**config.mk**
```make
export PLATFORM = sky130hd
export DESIGN_NAME = sac_ctrl
export DESIGN_NICKNAME = d
export VERILOG_FILES = /design/src/core/sac_tad_div.v /design/src/core/sac_ctrl.v
export VERILOG_INCLUDE_DIRS = /design/src /design/src/core
export SDC_FILE = /design/constraint.sdc
export NUM_CORES = 1
export LEC_CHECK = 0
export ABC_AREA = 1
export ABC_CLOCK_PERIOD_IN_PS = 2800
export BUFFER_PORTS_ARGS = -buffer_cell sky130_fd_sc_hd__buf_2
export CAP_MARGIN = 5
export CORE_ASPECT_RATIO = 0.9
export CORE_UTILIZATION = 50
export CTS_BUF_LIST = sky130_fd_sc_hd__clkbuf_4 sky130_fd_sc_hd__clkbuf_8
export DETAILED_ROUTE_END_ITERATION = 8
export PLACE_DENSITY = 0.69
export SLEW_MARGIN = 30
export SYNTH_ARGS = -nofsm -noshare
export SYNTH_HDL_FRONTEND = slang
export SYNTH_SLANG_ARGS = --single-unit
```
**constraint.sdc**
```tcl
create_clock -name pclk -period 2.8 [get_ports pclk]
set_input_delay 0.56 -clock pclk [delete_from_list [all_inputs] [get_ports pclk]]
set_output_delay 0.56 -clock pclk [all_outputs]
set_load 0.02 [all_outputs]
```
**src/core/sac_map.vh**
```
// Purpose: Register offsets, field positions, reset values and timing counts for the converter control block.
// Assumes: APB with 32-bit data, one register per aligned word.
// Notes:   All constants are macros.
`ifndef SAC_MAP_VH
`define SAC_MAP_VH

// Register byte offsets
`define SAC_OFF_CTRL0      12'h000
`define SAC_OFF_PINREF     12'h004
`define SAC_OFF_TIMING     12'h008
`define SAC_OFF_RES_HIGH   12'h00C
`define SAC_OFF_RES_LOW    12'h010
`define SAC_OFF_FLAGS      12'h014
`define SAC_OFF_PORTIN     12'h018

// Control register 0 fields
`define SAC_CTRL0_EN_BIT   0
`define SAC_CTRL0_GO_BIT   1
`define SAC_CTRL0_CHS_LO   2
`define SAC_CTRL0_CHS_HI   5
`define SAC_CTRL0_RESET    8'h00

// Pin and reference config fields
`define SAC_PINREF_REF_BIT 4
`define SAC_PINREF_RESET   8'h00

// Timing config fields
`define SAC_TIM_CLK_LO     0
`define SAC_TIM_CLK_HI     2
`define SAC_TIM_ACQ_LO     3
`define SAC_TIM_ACQ_HI     5
`define SAC_TIM_RC_CODE    3'h7
`define SAC_TIM_RESET      8'h00

// Flag register fields
`define SAC_FLAG_DONE_BIT  0
`define SAC_FLAG_IE_BIT    1

// Channel codes
`define SAC_CHS_LAST       4'hC
`define SAC_CHS_SMALL_LO   4'h5
`define SAC_CHS_SMALL_HI   4'h7

// Timing
`define SAC_RC_PERIOD_NS   1000
`define SAC_CLK_NS         10
`define SAC_RC_DIV         (`SAC_RC_PERIOD_NS / `SAC_CLK_NS)
`define SAC_GAP_TAD        2
`define SAC_INSTR_CYC      4
`define SAC_RES_BITS       12

`endif

```
**src/core/sac_tad_div.v**
```verilog
// Purpose: Conversion bit period enable generator.
// Assumes: Single clock pclk; divide selection held stable while running.
// Notes:   Emits one-cycle pulse per bit period; counter restarts on clear.
`include "sac_map.vh"

module sac_tad_div (
  input  wire        pclk,
  input  wire        presetn,
  input  wire        clr,
  input  wire [2:0]  sel,
  output reg         tad_pulse
);

  reg  [7:0]  cnt_q;
  wire [7:0]  limit;
  wire [31:0] rc_limit;

  // RC period is an integer macro; cut to the counter width on purpose
  assign rc_limit = `SAC_RC_DIV - 1;
  // RC code uses internal period, others use 2^(sel+1) clocks
  assign limit = (sel == `SAC_TIM_RC_CODE) ? rc_limit[7:0] : ((8'h02 << sel) - 8'h01);

  // Free counter gated by clear so each phase starts a whole period
  always @(posedge pclk or negedge presetn)
  begin
    if (!presetn)
    begin
      cnt_q     <= 8'h00;
      tad_pulse <= 1'b0;
    end
    else if (clr)
    begin
      cnt_q     <= 8'h00;
      tad_pulse <= 1'b0;
    end
    else if (cnt_q >= limit)
    begin
      cnt_q     <= 8'h00;
      tad_pulse <= 1'b1;
    end
    else
    begin
      cnt_q     <= cnt_q + 8'h01;
      tad_pulse <= 1'b0;
    end
  end

endmodule // sac_tad_div

```
**src/core/sac_ctrl.v**
```verilog
// Purpose: Control for a 12-bit successive-approximation converter behind APB.
// Assumes: Analog mux, sample-and-hold and comparator sit outside; comparator is a pin.
// Notes:   Result registers are not reset by presetn, only by por_n.
// Function
// - Ten or thirteen inputs, 12-bit result
// - Channel field bits 5..2, codes 0..12
// - Small package lacks codes 5 to 7
// - Unimplemented channel still converts, floating value
// - Bit 1 is start and busy
// - Bit 0 enables the converter
// - Bits 7..6 read zero; reset zero
// - Reference: supply rails or external pins
// - Result by successive approximation from hold
// - Sleep conversion only with RC clock
// - Reset clears registers, aborts conversion
// - Completion loads result, clears busy, sets flag
// - Result kept except power-on reset
// - Programmable acquisition delay before conversion
// - Two bit periods before next acquisition
// - Zero acquisition delays one instruction cycle
// - Analog pins read zero on port
// - Result valid the cycle after completion
//
// Added by the designer: the register offsets and the APB slave port.
`include "sac_map.vh"

module sac_ctrl (
  input  wire        pclk,
  input  wire        presetn,
  input  wire        por_n,
  input  wire        psel,
  input  wire        penable,
  input  wire        pwrite,
  input  wire [11:0] paddr,
  input  wire [31:0] pwdata,
  output wire        pready,
  output wire        pslverr,
  output reg  [31:0] prdata,
  input  wire        large_pkg,
  input  wire        sleep_mode,
  input  wire        cmp_in,
  input  wire [12:0] pin_level,
  output reg  [3:0]  mux_sel,
  output reg         mux_valid,
  output reg         ref_external,
  output reg         sample_hold,
  output reg  [11:0] dac_code,
  output reg         conv_busy,
  output wire        irq
);

  localparam ST_IDLE = 3'd0;
  localparam ST_DLY  = 3'd1;
  localparam ST_ACQ  = 3'd2;
  localparam ST_CONV = 3'd3;
  localparam ST_GAP  = 3'd4;

  reg  [2:0]  state_q;
  reg  [3:0]  chs_q;
  reg         en_q;
  reg         go_q;
  reg  [7:0]  pinref_q;
  reg  [7:0]  timing_q;
  reg         done_q;
  reg         ie_q;
  reg  [11:0] result_q;
  reg  [11:0] sar_q;
  reg  [3:0]  bit_q;
  reg  [4:0]  cnt_q;
  reg  [2:0]  dly_q;
  reg  [12:0] cmp_s1_q;
  reg  [12:0] cmp_s2_q;
  reg  [12:0] cmp_s3_q;
  reg  [12:0] pin_q;
  reg         c1_q;
  reg         c2_q;
  reg         c3_q;
  reg         cmp_q;
  wire        wr_en;
  wire        rd_en;
  wire        tad;
  wire        tad_clr;
  wire        go_set;
  wire        complete;
  wire [2:0]  acq_sel;
  wire [4:0]  acq_tads;
  wire        chan_impl;
  wire        rc_clk;
  wire [12:0] analog_mask;
  integer     i;

  assign wr_en    = psel & penable & pwrite;
  assign rd_en    = psel & penable & ~pwrite;
  assign pready   = 1'b1;
  assign pslverr  = 1'b0;
  assign acq_sel  = timing_q[`SAC_TIM_ACQ_HI:`SAC_TIM_ACQ_LO];
  assign rc_clk   = (timing_q[`SAC_TIM_CLK_HI:`SAC_TIM_CLK_LO] == `SAC_TIM_RC_CODE);
  // Acquisition length in bit periods: 0,2,4,6,8,12,16,20; twenty needs five bits
  assign acq_tads = (acq_sel < 3'd5) ? {1'b0, acq_sel, 1'b0} : {acq_sel - 3'd2, 2'b00};
  // Start only while enabled; a write of go with enable off is dropped
  assign go_set   = wr_en & (paddr == `SAC_OFF_CTRL0) & pwdata[`SAC_CTRL0_GO_BIT]
                    & pwdata[`SAC_CTRL0_EN_BIT] & (state_q == ST_IDLE);
  // Clock stops in sleep unless the RC source runs the converter
  assign tad_clr  = (state_q == ST_IDLE) | (state_q == ST_DLY) | (sleep_mode & ~rc_clk);
  assign complete = (state_q == ST_CONV) & tad & (bit_q == 4'd0);
  assign irq      = done_q & ie_q;

  // Codes above twelve, and five to seven on the small package, have no pin
  assign chan_impl = (chs_q <= `SAC_CHS_LAST) &
                     (large_pkg | (chs_q < `SAC_CHS_SMALL_LO) | (chs_q > `SAC_CHS_SMALL_HI));

  // Pins 0..(N-1) analog by config count in pinref low nibble
  genvar g;
  generate
    for (g = 0; g < 13; g = g + 1)
    begin : g_amask
      assign analog_mask[g] = (g < pinref_q[3:0]);
    end
  endgenerate

  sac_tad_div u_div (
    .pclk      (pclk),
    .presetn   (presetn),
    .clr       (tad_clr),
    .sel       (timing_q[`SAC_TIM_CLK_HI:`SAC_TIM_CLK_LO]),
    .tad_pulse (tad)
  );

  // Comparator and port pins come from the analog side: three-stage sync
  always @(posedge pclk or negedge presetn)
  begin
    if (!presetn)
    begin
      c1_q     <= 1'b0;
      c2_q     <= 1'b0;
      c3_q     <= 1'b0;
      cmp_q    <= 1'b0;
      cmp_s1_q <= 13'h0000;
      cmp_s2_q <= 13'h0000;
      cmp_s3_q <= 13'h0000;
      pin_q    <= 13'h0000;
    end
    else
    begin
      c1_q     <= cmp_in;
      c2_q     <= c1_q;
      c3_q     <= c2_q;
      cmp_s1_q <= pin_level;
      cmp_s2_q <= cmp_s1_q;
      cmp_s3_q <= cmp_s2_q;
      if (c2_q == c3_q)
        cmp_q <= c2_q;
      for (i = 0; i < 13; i = i + 1)
        if (cmp_s2_q[i] == cmp_s3_q[i])
          pin_q[i] <= cmp_s2_q[i];
    end
  end

  // Register writes and sequencer share one process so go and busy stay coherent
  always @(posedge pclk or negedge presetn)
  begin
    if (!presetn)
    begin
      state_q  <= ST_IDLE;
      chs_q    <= 4'h0;
      en_q     <= 1'b0;
      go_q     <= 1'b0;
      pinref_q <= `SAC_PINREF_RESET;
      timing_q <= `SAC_TIM_RESET;
      done_q   <= 1'b0;
      ie_q     <= 1'b0;
      sar_q    <= 12'h000;
      bit_q    <= 4'h0;
      cnt_q    <= 5'h00;
      dly_q    <= 3'd0;
    end
    else
    begin
      if (wr_en)
      begin
        case (paddr)
          `SAC_OFF_CTRL0:
          begin
            en_q  <= pwdata[`SAC_CTRL0_EN_BIT];
            chs_q <= pwdata[`SAC_CTRL0_CHS_HI:`SAC_CTRL0_CHS_LO];
          end
          `SAC_OFF_PINREF: pinref_q <= pwdata[7:0];
          `SAC_OFF_TIMING: timing_q <= pwdata[7:0];
          `SAC_OFF_FLAGS:
          begin
            ie_q <= pwdata[`SAC_FLAG_IE_BIT];
            if (!pwdata[`SAC_FLAG_DONE_BIT])
              done_q <= 1'b0;
          end
          default: ;
        endcase
      end
      // Completion set wins over a same-cycle software clear
      if (complete)
        done_q <= 1'b1;
      case (state_q)
        ST_IDLE:
        begin
          if (go_set)
          begin
            go_q  <= 1'b1;
            dly_q <= 3'd0;
            cnt_q <= 5'h00;
            state_q <= (acq_sel == 3'd0) ? ST_DLY : ST_ACQ;
          end
        end
        ST_DLY:
        begin
          // Hold off one instruction cycle so a sleep can be entered first
          dly_q <= dly_q + 3'd1;
          if (dly_q == `SAC_INSTR_CYC - 1)
          begin
            state_q <= ST_CONV;
            bit_q   <= 4'd11;
            sar_q   <= 12'h800;
          end
        end
        ST_ACQ:
        begin
          if (tad)
          begin
            cnt_q <= cnt_q + 5'h01;
            if (cnt_q + 5'h01 >= acq_tads)
            begin
              state_q <= ST_CONV;
              bit_q   <= 4'd11;
              sar_q   <= 12'h800;
            end
          end
        end
        ST_CONV:
        begin
          // One trial bit per bit period, MSB first; keep bit if input above trial
          if (tad)
          begin
            if (!cmp_q)
              sar_q[bit_q] <= 1'b0;
            if (bit_q != 4'd0)
            begin
              sar_q[bit_q - 4'd1] <= 1'b1;
              bit_q <= bit_q - 4'd1;
            end
            else
            begin
              go_q    <= 1'b0;
              cnt_q   <= 5'h00;
              state_q <= ST_GAP;
            end
          end
        end
        ST_GAP:
        begin
          if (tad)
          begin
            cnt_q <= cnt_q + 5'h01;
            if (cnt_q + 5'h01 >= `SAC_GAP_TAD)
              state_q <= ST_IDLE;
          end
        end
        default: state_q <= ST_IDLE;
      endcase
      // Turning the module off aborts any conversion
      if (wr_en && (paddr == `SAC_OFF_CTRL0) && !pwdata[`SAC_CTRL0_EN_BIT])
      begin
        state_q <= ST_IDLE;
        go_q    <= 1'b0;
      end
    end
  end

  // Result survives presetn; only power-on reset touches it
  always @(posedge pclk or negedge por_n)
  begin
    if (!por_n)
      result_q <= 12'h000;
    else if (complete)
      result_q <= {sar_q[11:1], sar_q[0] & cmp_q};
  end

  // Analog-side drive registered from state
  always @(posedge pclk or negedge presetn)
  begin
    if (!presetn)
    begin
      mux_sel      <= 4'h0;
      mux_valid    <= 1'b0;
      ref_external <= 1'b0;
      sample_hold  <= 1'b0;
      dac_code     <= 12'h000;
      conv_busy    <= 1'b0;
    end
    else
    begin
      mux_sel      <= chs_q;
      mux_valid    <= en_q & chan_impl;
      ref_external <= pinref_q[`SAC_PINREF_REF_BIT];
      sample_hold  <= (state_q == ST_CONV) | (state_q == ST_DLY);
      dac_code     <= sar_q;
      conv_busy    <= go_q;
    end
  end

  // Read mux; unmapped offsets read zero
  always @(posedge pclk or negedge presetn)
  begin
    if (!presetn)
      prdata <= 32'h0000_0000;
    else if (psel & ~penable & ~pwrite)
    begin
      case (paddr)
        `SAC_OFF_CTRL0:    prdata <= {24'h000000, 2'b00, chs_q, go_q, en_q};
        `SAC_OFF_PINREF:   prdata <= {24'h000000, pinref_q};
        `SAC_OFF_TIMING:   prdata <= {24'h000000, timing_q};
        `SAC_OFF_RES_HIGH: prdata <= {28'h0000000, result_q[11:8]};
        `SAC_OFF_RES_LOW:  prdata <= {24'h000000, result_q[7:0]};
        `SAC_OFF_FLAGS:    prdata <= {30'h00000000, ie_q, done_q};
        `SAC_OFF_PORTIN:   prdata <= {19'h00000, pin_q & ~analog_mask};
        default:           prdata <= 32'h0000_0000;
      endcase
    end
  end

endmodule // sac_ctrl

```
After elaboration in Yosys (flattened, before gate mapping)
Index checks and enable logic that the tools add are counted.
- bits in latches: 0
- register bits: 180
- word-level logic and storage cells: 226
- memories kept: 0
- ROM bits: 0
- bits in writable memories: 0
- add/sub/neg operators: 7
- reductions and logical operators: 28
- shifts and indexed selects: 1
- multiply operators: 0
- muxes and demuxes: 53
- order comparisons: 24
- equal/unequal tests: 43
- div/mod/pow operators: 0
- bitwise logic cells: 28
- operator list (cell ; count):
    2-to-1 mux 12 bit ; 8
    case mux 13 bit (7 select lines) ; 1
    equality test 12 x 5 -> 1 bit, second input constant ; 3
    case mux 12 bit (3 select lines) ; 1
    2-to-1 mux 3 bit ; 10
    2-to-1 mux 5 bit ; 5
    equality test 12 x 4 -> 1 bit, second input constant ; 2
    2-to-1 mux 8 bit ; 3
    < comparator 4 bit, first input constant ; 5
    2-to-1 mux 4 bit ; 5
    < comparator 3 x 4 -> 1 bit, first input constant ; 4
    AND 1 bit ; 15
    case mux 3 bit (5 select lines) ; 1
    case mux 5 bit (3 select lines) ; 1
    equality test 1 bit ; 14
    AND 13 bit ; 1
    inverter 13 bit ; 1
    AND 12 bit ; 1
    equality test 12 x 3 -> 1 bit, second input constant ; 1
    logical NOT 12 bit ; 1
    2-to-1 mux 1 bit ; 12
    != test 3 x 2 -> 1 bit, second input constant ; 4
    inverter 12 bit ; 1
    OR 12 bit ; 1
    47 further kinds ; 83

Longest topological paths before layout
- word-level depth: 13
- depth in mapped cells: 17
- depth with buffers taken out: 16

Cells and area by module
From an unflattened synthesis, not the netlist that was laid out.
- cell total of the unflattened synthesis: 799
- area, all modules: 7317.0 um2
- modules (own cells, without submodules) (module ; seq. area each (um2) ; area each (um2) ; cells an instance ; instances):
    sac_ctrl ; 3803.6 ; 6618.8 ; 704 ; 1
    sac_tad_div ; 225.2 ; 698.2 ; 95 ; 1

Worst setup path before layout
OpenSTA, ideal clock, no wires.
- kind: flip-flop to flip-flop
- from: register timing_q[4]
- to: register sar_q[11]
- stages on the path, launching flop included: 16
- data arrival time: 1.915 ns
- buffers on the path: 1
- slack: 0.762 ns
- required time: 2.677 ns
- cells stage by stage: dfrtp_1 > inv_1 > ha_1 > a21o_1 > nand2_1 > o21ai_0 > ha_1 > nand4_1 > nand3_1 > nand2_1 > nand2_1 > nand2_2 > buf_6 > inv_4 > o21ai_1 > o21ai_1
- longest elaborated chain between the ends: 5
- RTL lines (what ; line ; RTL):
    from (decl) ; sac_ctrl.v:63 ; reg [7:0] timing_q;
    from (signal assigned) ; sac_ctrl.v:169 ; timing_q <= `SAC_TIM_RESET;
    from (signal assigned) ; sac_ctrl.v:188 ; `SAC_OFF_TIMING: timing_q <= pwdata[7:0];
    subtractor 3 x 2 -> 3 bit or < comparator 3 bit (tied branches) ; sac_ctrl.v:99 ; assign acq_tads = (acq_sel < 3'd5) ? {1'b0, acq_sel, 1'b0} : {acq_sel - 3'd2, 2'b00};
    2-to-1 mux 5 bit * ; sac_ctrl.v:99 ;
    greater-or-equal comparator 5 bit * ; sac_ctrl.v:228 ; if (cnt_q + 5'h01 >= acq_tads)
    != test 2 bit (no line) * ; -- ;
    AND reduction 5 bit (no line) * ; -- ;
    to (signal assigned) ; sac_ctrl.v:232 ; sar_q <= 12'h800;
    to (signal, indexed assignment) ; sac_ctrl.v:242 ; sar_q[bit_q] <= 1'b0;
    to (signal, indexed assignment) ; sac_ctrl.v:245 ; sar_q[bit_q - 4'd1] <= 1'b1;
    to (decl) ; sac_ctrl.v:67 ; reg [11:0] sar_q;
Every way passes the cells marked *; elsewhere a longest branch is shown, timed or not.
A chain may end at the register's enable or synchronous reset.

Final worst setup path
- from: register cnt_q[0]
- to: register bit_q[1]
- longest elaborated chain between the ends: 4
- RTL lines (what ; line ; RTL):
    from (decl) ; sac_ctrl.v:69 ; reg [4:0] cnt_q;
    from (signal assigned) ; sac_ctrl.v:227 ; cnt_q <= cnt_q + 5'h01;
    from (signal assigned) ; sac_ctrl.v:260 ; cnt_q <= cnt_q + 5'h01;
    adder 5 x 1 -> 5 bit ; sac_ctrl.v:228 ;
    greater-or-equal comparator 5 bit ; sac_ctrl.v:228 ;
    != test 2 bit (no line) ; -- ;
    AND reduction 6 bit (no line) ; -- ;
    to (signal assigned) ; sac_ctrl.v:246 ; bit_q <= bit_q - 4'd1;
    to (decl) ; sac_ctrl.v:68 ; reg [3:0] bit_q;
No other way between the ends.

==> summary.md <==
| Metric | Value |
|---|---|
| Status | complete, no violations |
| Startpoint Class | flop |
| Clk sinks | 161 |
| Ys flop type | dfrtp_1 |
| Actual slew at the worst max-slew pin | 0.651 ns |
| Clock power frac | 29.1% |
| Post-synth EDFFs | 0 |
| Fillers | 1245 |
| Clock period minus worst slack | 2.42 ns |
| Leading area contributor after synthesis | dfrtp_1 |
| Top cell type's share of synthesized area | 55.3% |
| Initial Util | 51.6% |
| Clk_skew | 0.0152 ns |
| Commonest non-fill, non-tap cell in the layout | nand2_1 |
| Async S/R FF share, synth | 100% |
| Post-DRT Antenna Nets | 0 |
| TritonCTS clock tree | done |
| CP max FO | 7 |
| Yosys cell types | 46 |
| Top post-synthesis cells by area | dfrtp_1, nand2_1, inv_1 |
| Setup Crit Path Kind | reg2reg |
| ANT cells | 0 |
| Pwr/cell area | 718 mW/mm² |
| Die W | 129 µm |
| Synthesized cell area | 0.00728 mm² |
| Buffers from clock root to sink, at most | 2 |
| Vias in the first global route | 4927 |
| Synthesized instance count | 778 |
| Pleak | 4.27 nW |
| Syn Area/Cell | 9.36 µm² |
| Switch Pwr | 2.15 mW |
| Max Cap Violations | 0 |
| Crit. End Element | flop |
| Critical path arrival | 2.77 ns |
| First-pass GRT wire length | 24500 µm |
| Most frequent cells in the layout | nand2_1, dfrtp_1, inv_1, buf_2, o21ai_0 |
| Grt ovf | 0 |
| RSZ-0062 raised after global routing | no |
| Switching share of power | 36.3% |
| Wire length per cell | 13.6 µm |
| Vias | 5267 |
| Layout cells sized above 1 | 17.4% |
| Final #Nets | 957 |
| Max frequency | 414 MHz |
| Die height | 116 µm |
| Antenna violations before repair | 0 |
| Root buffer cell | clkbuf_8 |
| Sequential Area | 0.00403 mm² |
| Die ar. | 0.0150 mm² |
| CTS buffer count | 17 |
| Synth-to-layout area growth | 13.4% |
| Placed wire-length estimate | 10900 µm |
| Total internal power | 3.78 mW |
| Flops & latches, synth | 161 |
| DRT Pass-1 Iters | 5 |
| Warnings from Yosys | 0 |
| Period utilisation layout | 86.3% |
| Fin. Hold Viols | 0 |
| Clk pin slew, worst setup/hold paths | 0.10 ns |
| Final WL | 14600 µm |
| Final setup vio count | 0 |
| Largest net degree at the start of global routing | 55 |
| Fin util | 58.5% |
| Multi-input gate area | 0.00278 mm² |
| GRT Overall Usage | 21.5% |
| Comb power frac | 25.2% |
| Worst skew pair latency | 0.46 ns |
| RD Place Congestion | 0.906 |
| Initial DRC count | 349 |
| Worst rel slew slack | 56.3% |
| TNS Setup | 0 ns |
| Sequential area share after synthesis | 55.3% |
| Vias per inst | 4.90 |
| Port Buffers | 75 |
| Critical Path RT | 3.16 ns |
| H-Tree Depth | 4 |
| CORE AREA | 0.0141 mm² |
| Hold WC Path Type | in2reg |
| Share of power burned in registers | 45.6% |
| Final Max Tran Viols | 0 |
| Ports | 121 |
| DRC errors left | 0 |
| Core Rows | 41 |
| Max IR drop VDD | 0.507 mV |
## Yosys cell counts (3+ instances only)
cell / instances
nand2_1: 197
dfrtp_1: 161
inv_1: 80
o21ai_0: 59
nor2_1: 49
nand3_1: 36
ha_1: 23
buf_4: 22
o21ai_1: 16
maj3_1: 14
nor3_1: 13
a21oi_1: 12
nand4_1: 10
clkbuf_1: 8
mux2_4: 6
or2_2: 6
inv_2: 5
nand2_2: 5
nand3b_1: 5
a31oi_1: 4
nor2_2: 4
o21a_1: 4
and3_1: 3
nand3_2: 3
nor2_8: 3
xnor2_1: 3
## worst paths after layout
path                                        start  cells after the start                       to  slack, ns
setup / recovery             cnt_q[0]$_DFFE_PN0P_                     16     bit_q[1]$_DFFE_PN0P_       0.38
hold / removal                       pin_level[5]                      1    cmp_s1_q[5]$_DFF_PN0_       0.19
setup reg to reg             cnt_q[0]$_DFFE_PN0P_                     16     bit_q[1]$_DFFE_PN0P_       0.38
hold reg to reg            cmp_s1_q[12]$_DFF_PN0_                      0   cmp_s2_q[12]$_DFF_PN0_       0.35
max in group asynchronous                 presetn                      3     sar_q[6]$_DFFE_PN0P_       1.52
min in group asynchronous                   por_n                      2  result_q[8]$_DFFE_PN0P_       0.51
## timing repair
| action | CTS | global route |
|---|---|---|
| hold buffers | 2 | 0 |
| endpoints found under the hold margin | 25 | 0 |
| resized for setup | 0 | 0 |
| setup buffers | 0 | 0 |
## registers in the layout, summed over array words and instances, names as in the netlist, 12 cells and up
register	flops
cmp_s1_q	13
cmp_s2_q	13
cmp_s3_q	13
pin_q	13
prdata	13
dac_code	12
result_q	12
sar_q	12
## critical path: stages, from the launching register on
cell	delay, ns
dfrtp_1	0.43
ha_1	0.26
inv_1	0.06
nand2_1	0.04
nand2_1	0.07
inv_1	0.06
ha_1	0.30
inv_1	0.04
o21bai_1	0.13
nand3_1	0.08
nand3_1	0.07
nand2_1	0.05
nand2_1	0.18
nand2_2	0.17
nor2_2	0.17
nand2_1	0.06
and2_1	0.14
## per-layer routing
layer	vias up	track usage (%)	wire length, µm
met1	2489	31.9	7290
li1	2652	-	-
met3	10	4.49	650
met5	-	0	0
met2	116	31.4	6510
met4	0	6.90	117
## power by group through the flow
| stage | Combinational, mW | Sequential [mW] | Clock, mW |
|---|---|---|---|
| floorplan | 1.12 | 2.76 | 0 |
| global placement | 1.47 | 2.75 | 0 |
| detailed placement | 1.49 | 2.75 | 0 |
| CTS | 1.50 | 2.71 | 1.78 |
| global route | 1.72 | 2.73 | 1.88 |
| finish | 1.50 | 2.71 | 1.73 |
## kinds of logic (layout without fill, tap and decap cells)
| family | count (synthesis) | after routing | share of synthesized area, % |
|---|---|---|---|
| xor gates and xnor gates | 5 | 5 | 0.602 |
| and+or+nand+nor | 340 | 340 | 21.1 |
| AOI/OAI and AO/OA | 108 | 108 | 8.27 |
| DFF | 161 | 161 | 55.3 |
| other | 2 | 22 | 0.103 |
| muxes | 6 | 6 | 1.24 |
| adders and majority gates | 37 | 37 | 5.88 |
| buffers and inverters | 119 | 202 | 7.51 |
## metrics by stage
stage          worst slack [ns]  power [mW]  hold WS [ns]  instances  cell area, µm²
2_1_floorplan             0.762        3.88         0.264        798            7360
3_3_place_gp              0.451        4.22         0.331       1040            7820
3_5_place_dp              0.391        4.24         0.336       1040            7820
4_1_cts                   0.382        5.99         0.158       1074            8260
5_1_grt                   0.149        6.33         0.162       1074            8260
6_report                  0.385        5.93         0.192       1074            8260
## cell type report
class                           instances  share of cell area (%)
Sequential cell                       161                    48.8
Inverter                               86                    3.94
Multi-Input combinational cell        518                    33.7
Clock inverter                         15                    2.21
Clock buffer                           17                    2.83
Tap cell                              193                    2.92
Timing Repair Buffer                   84                    5.65
Power figures use the tool's default switching activity.
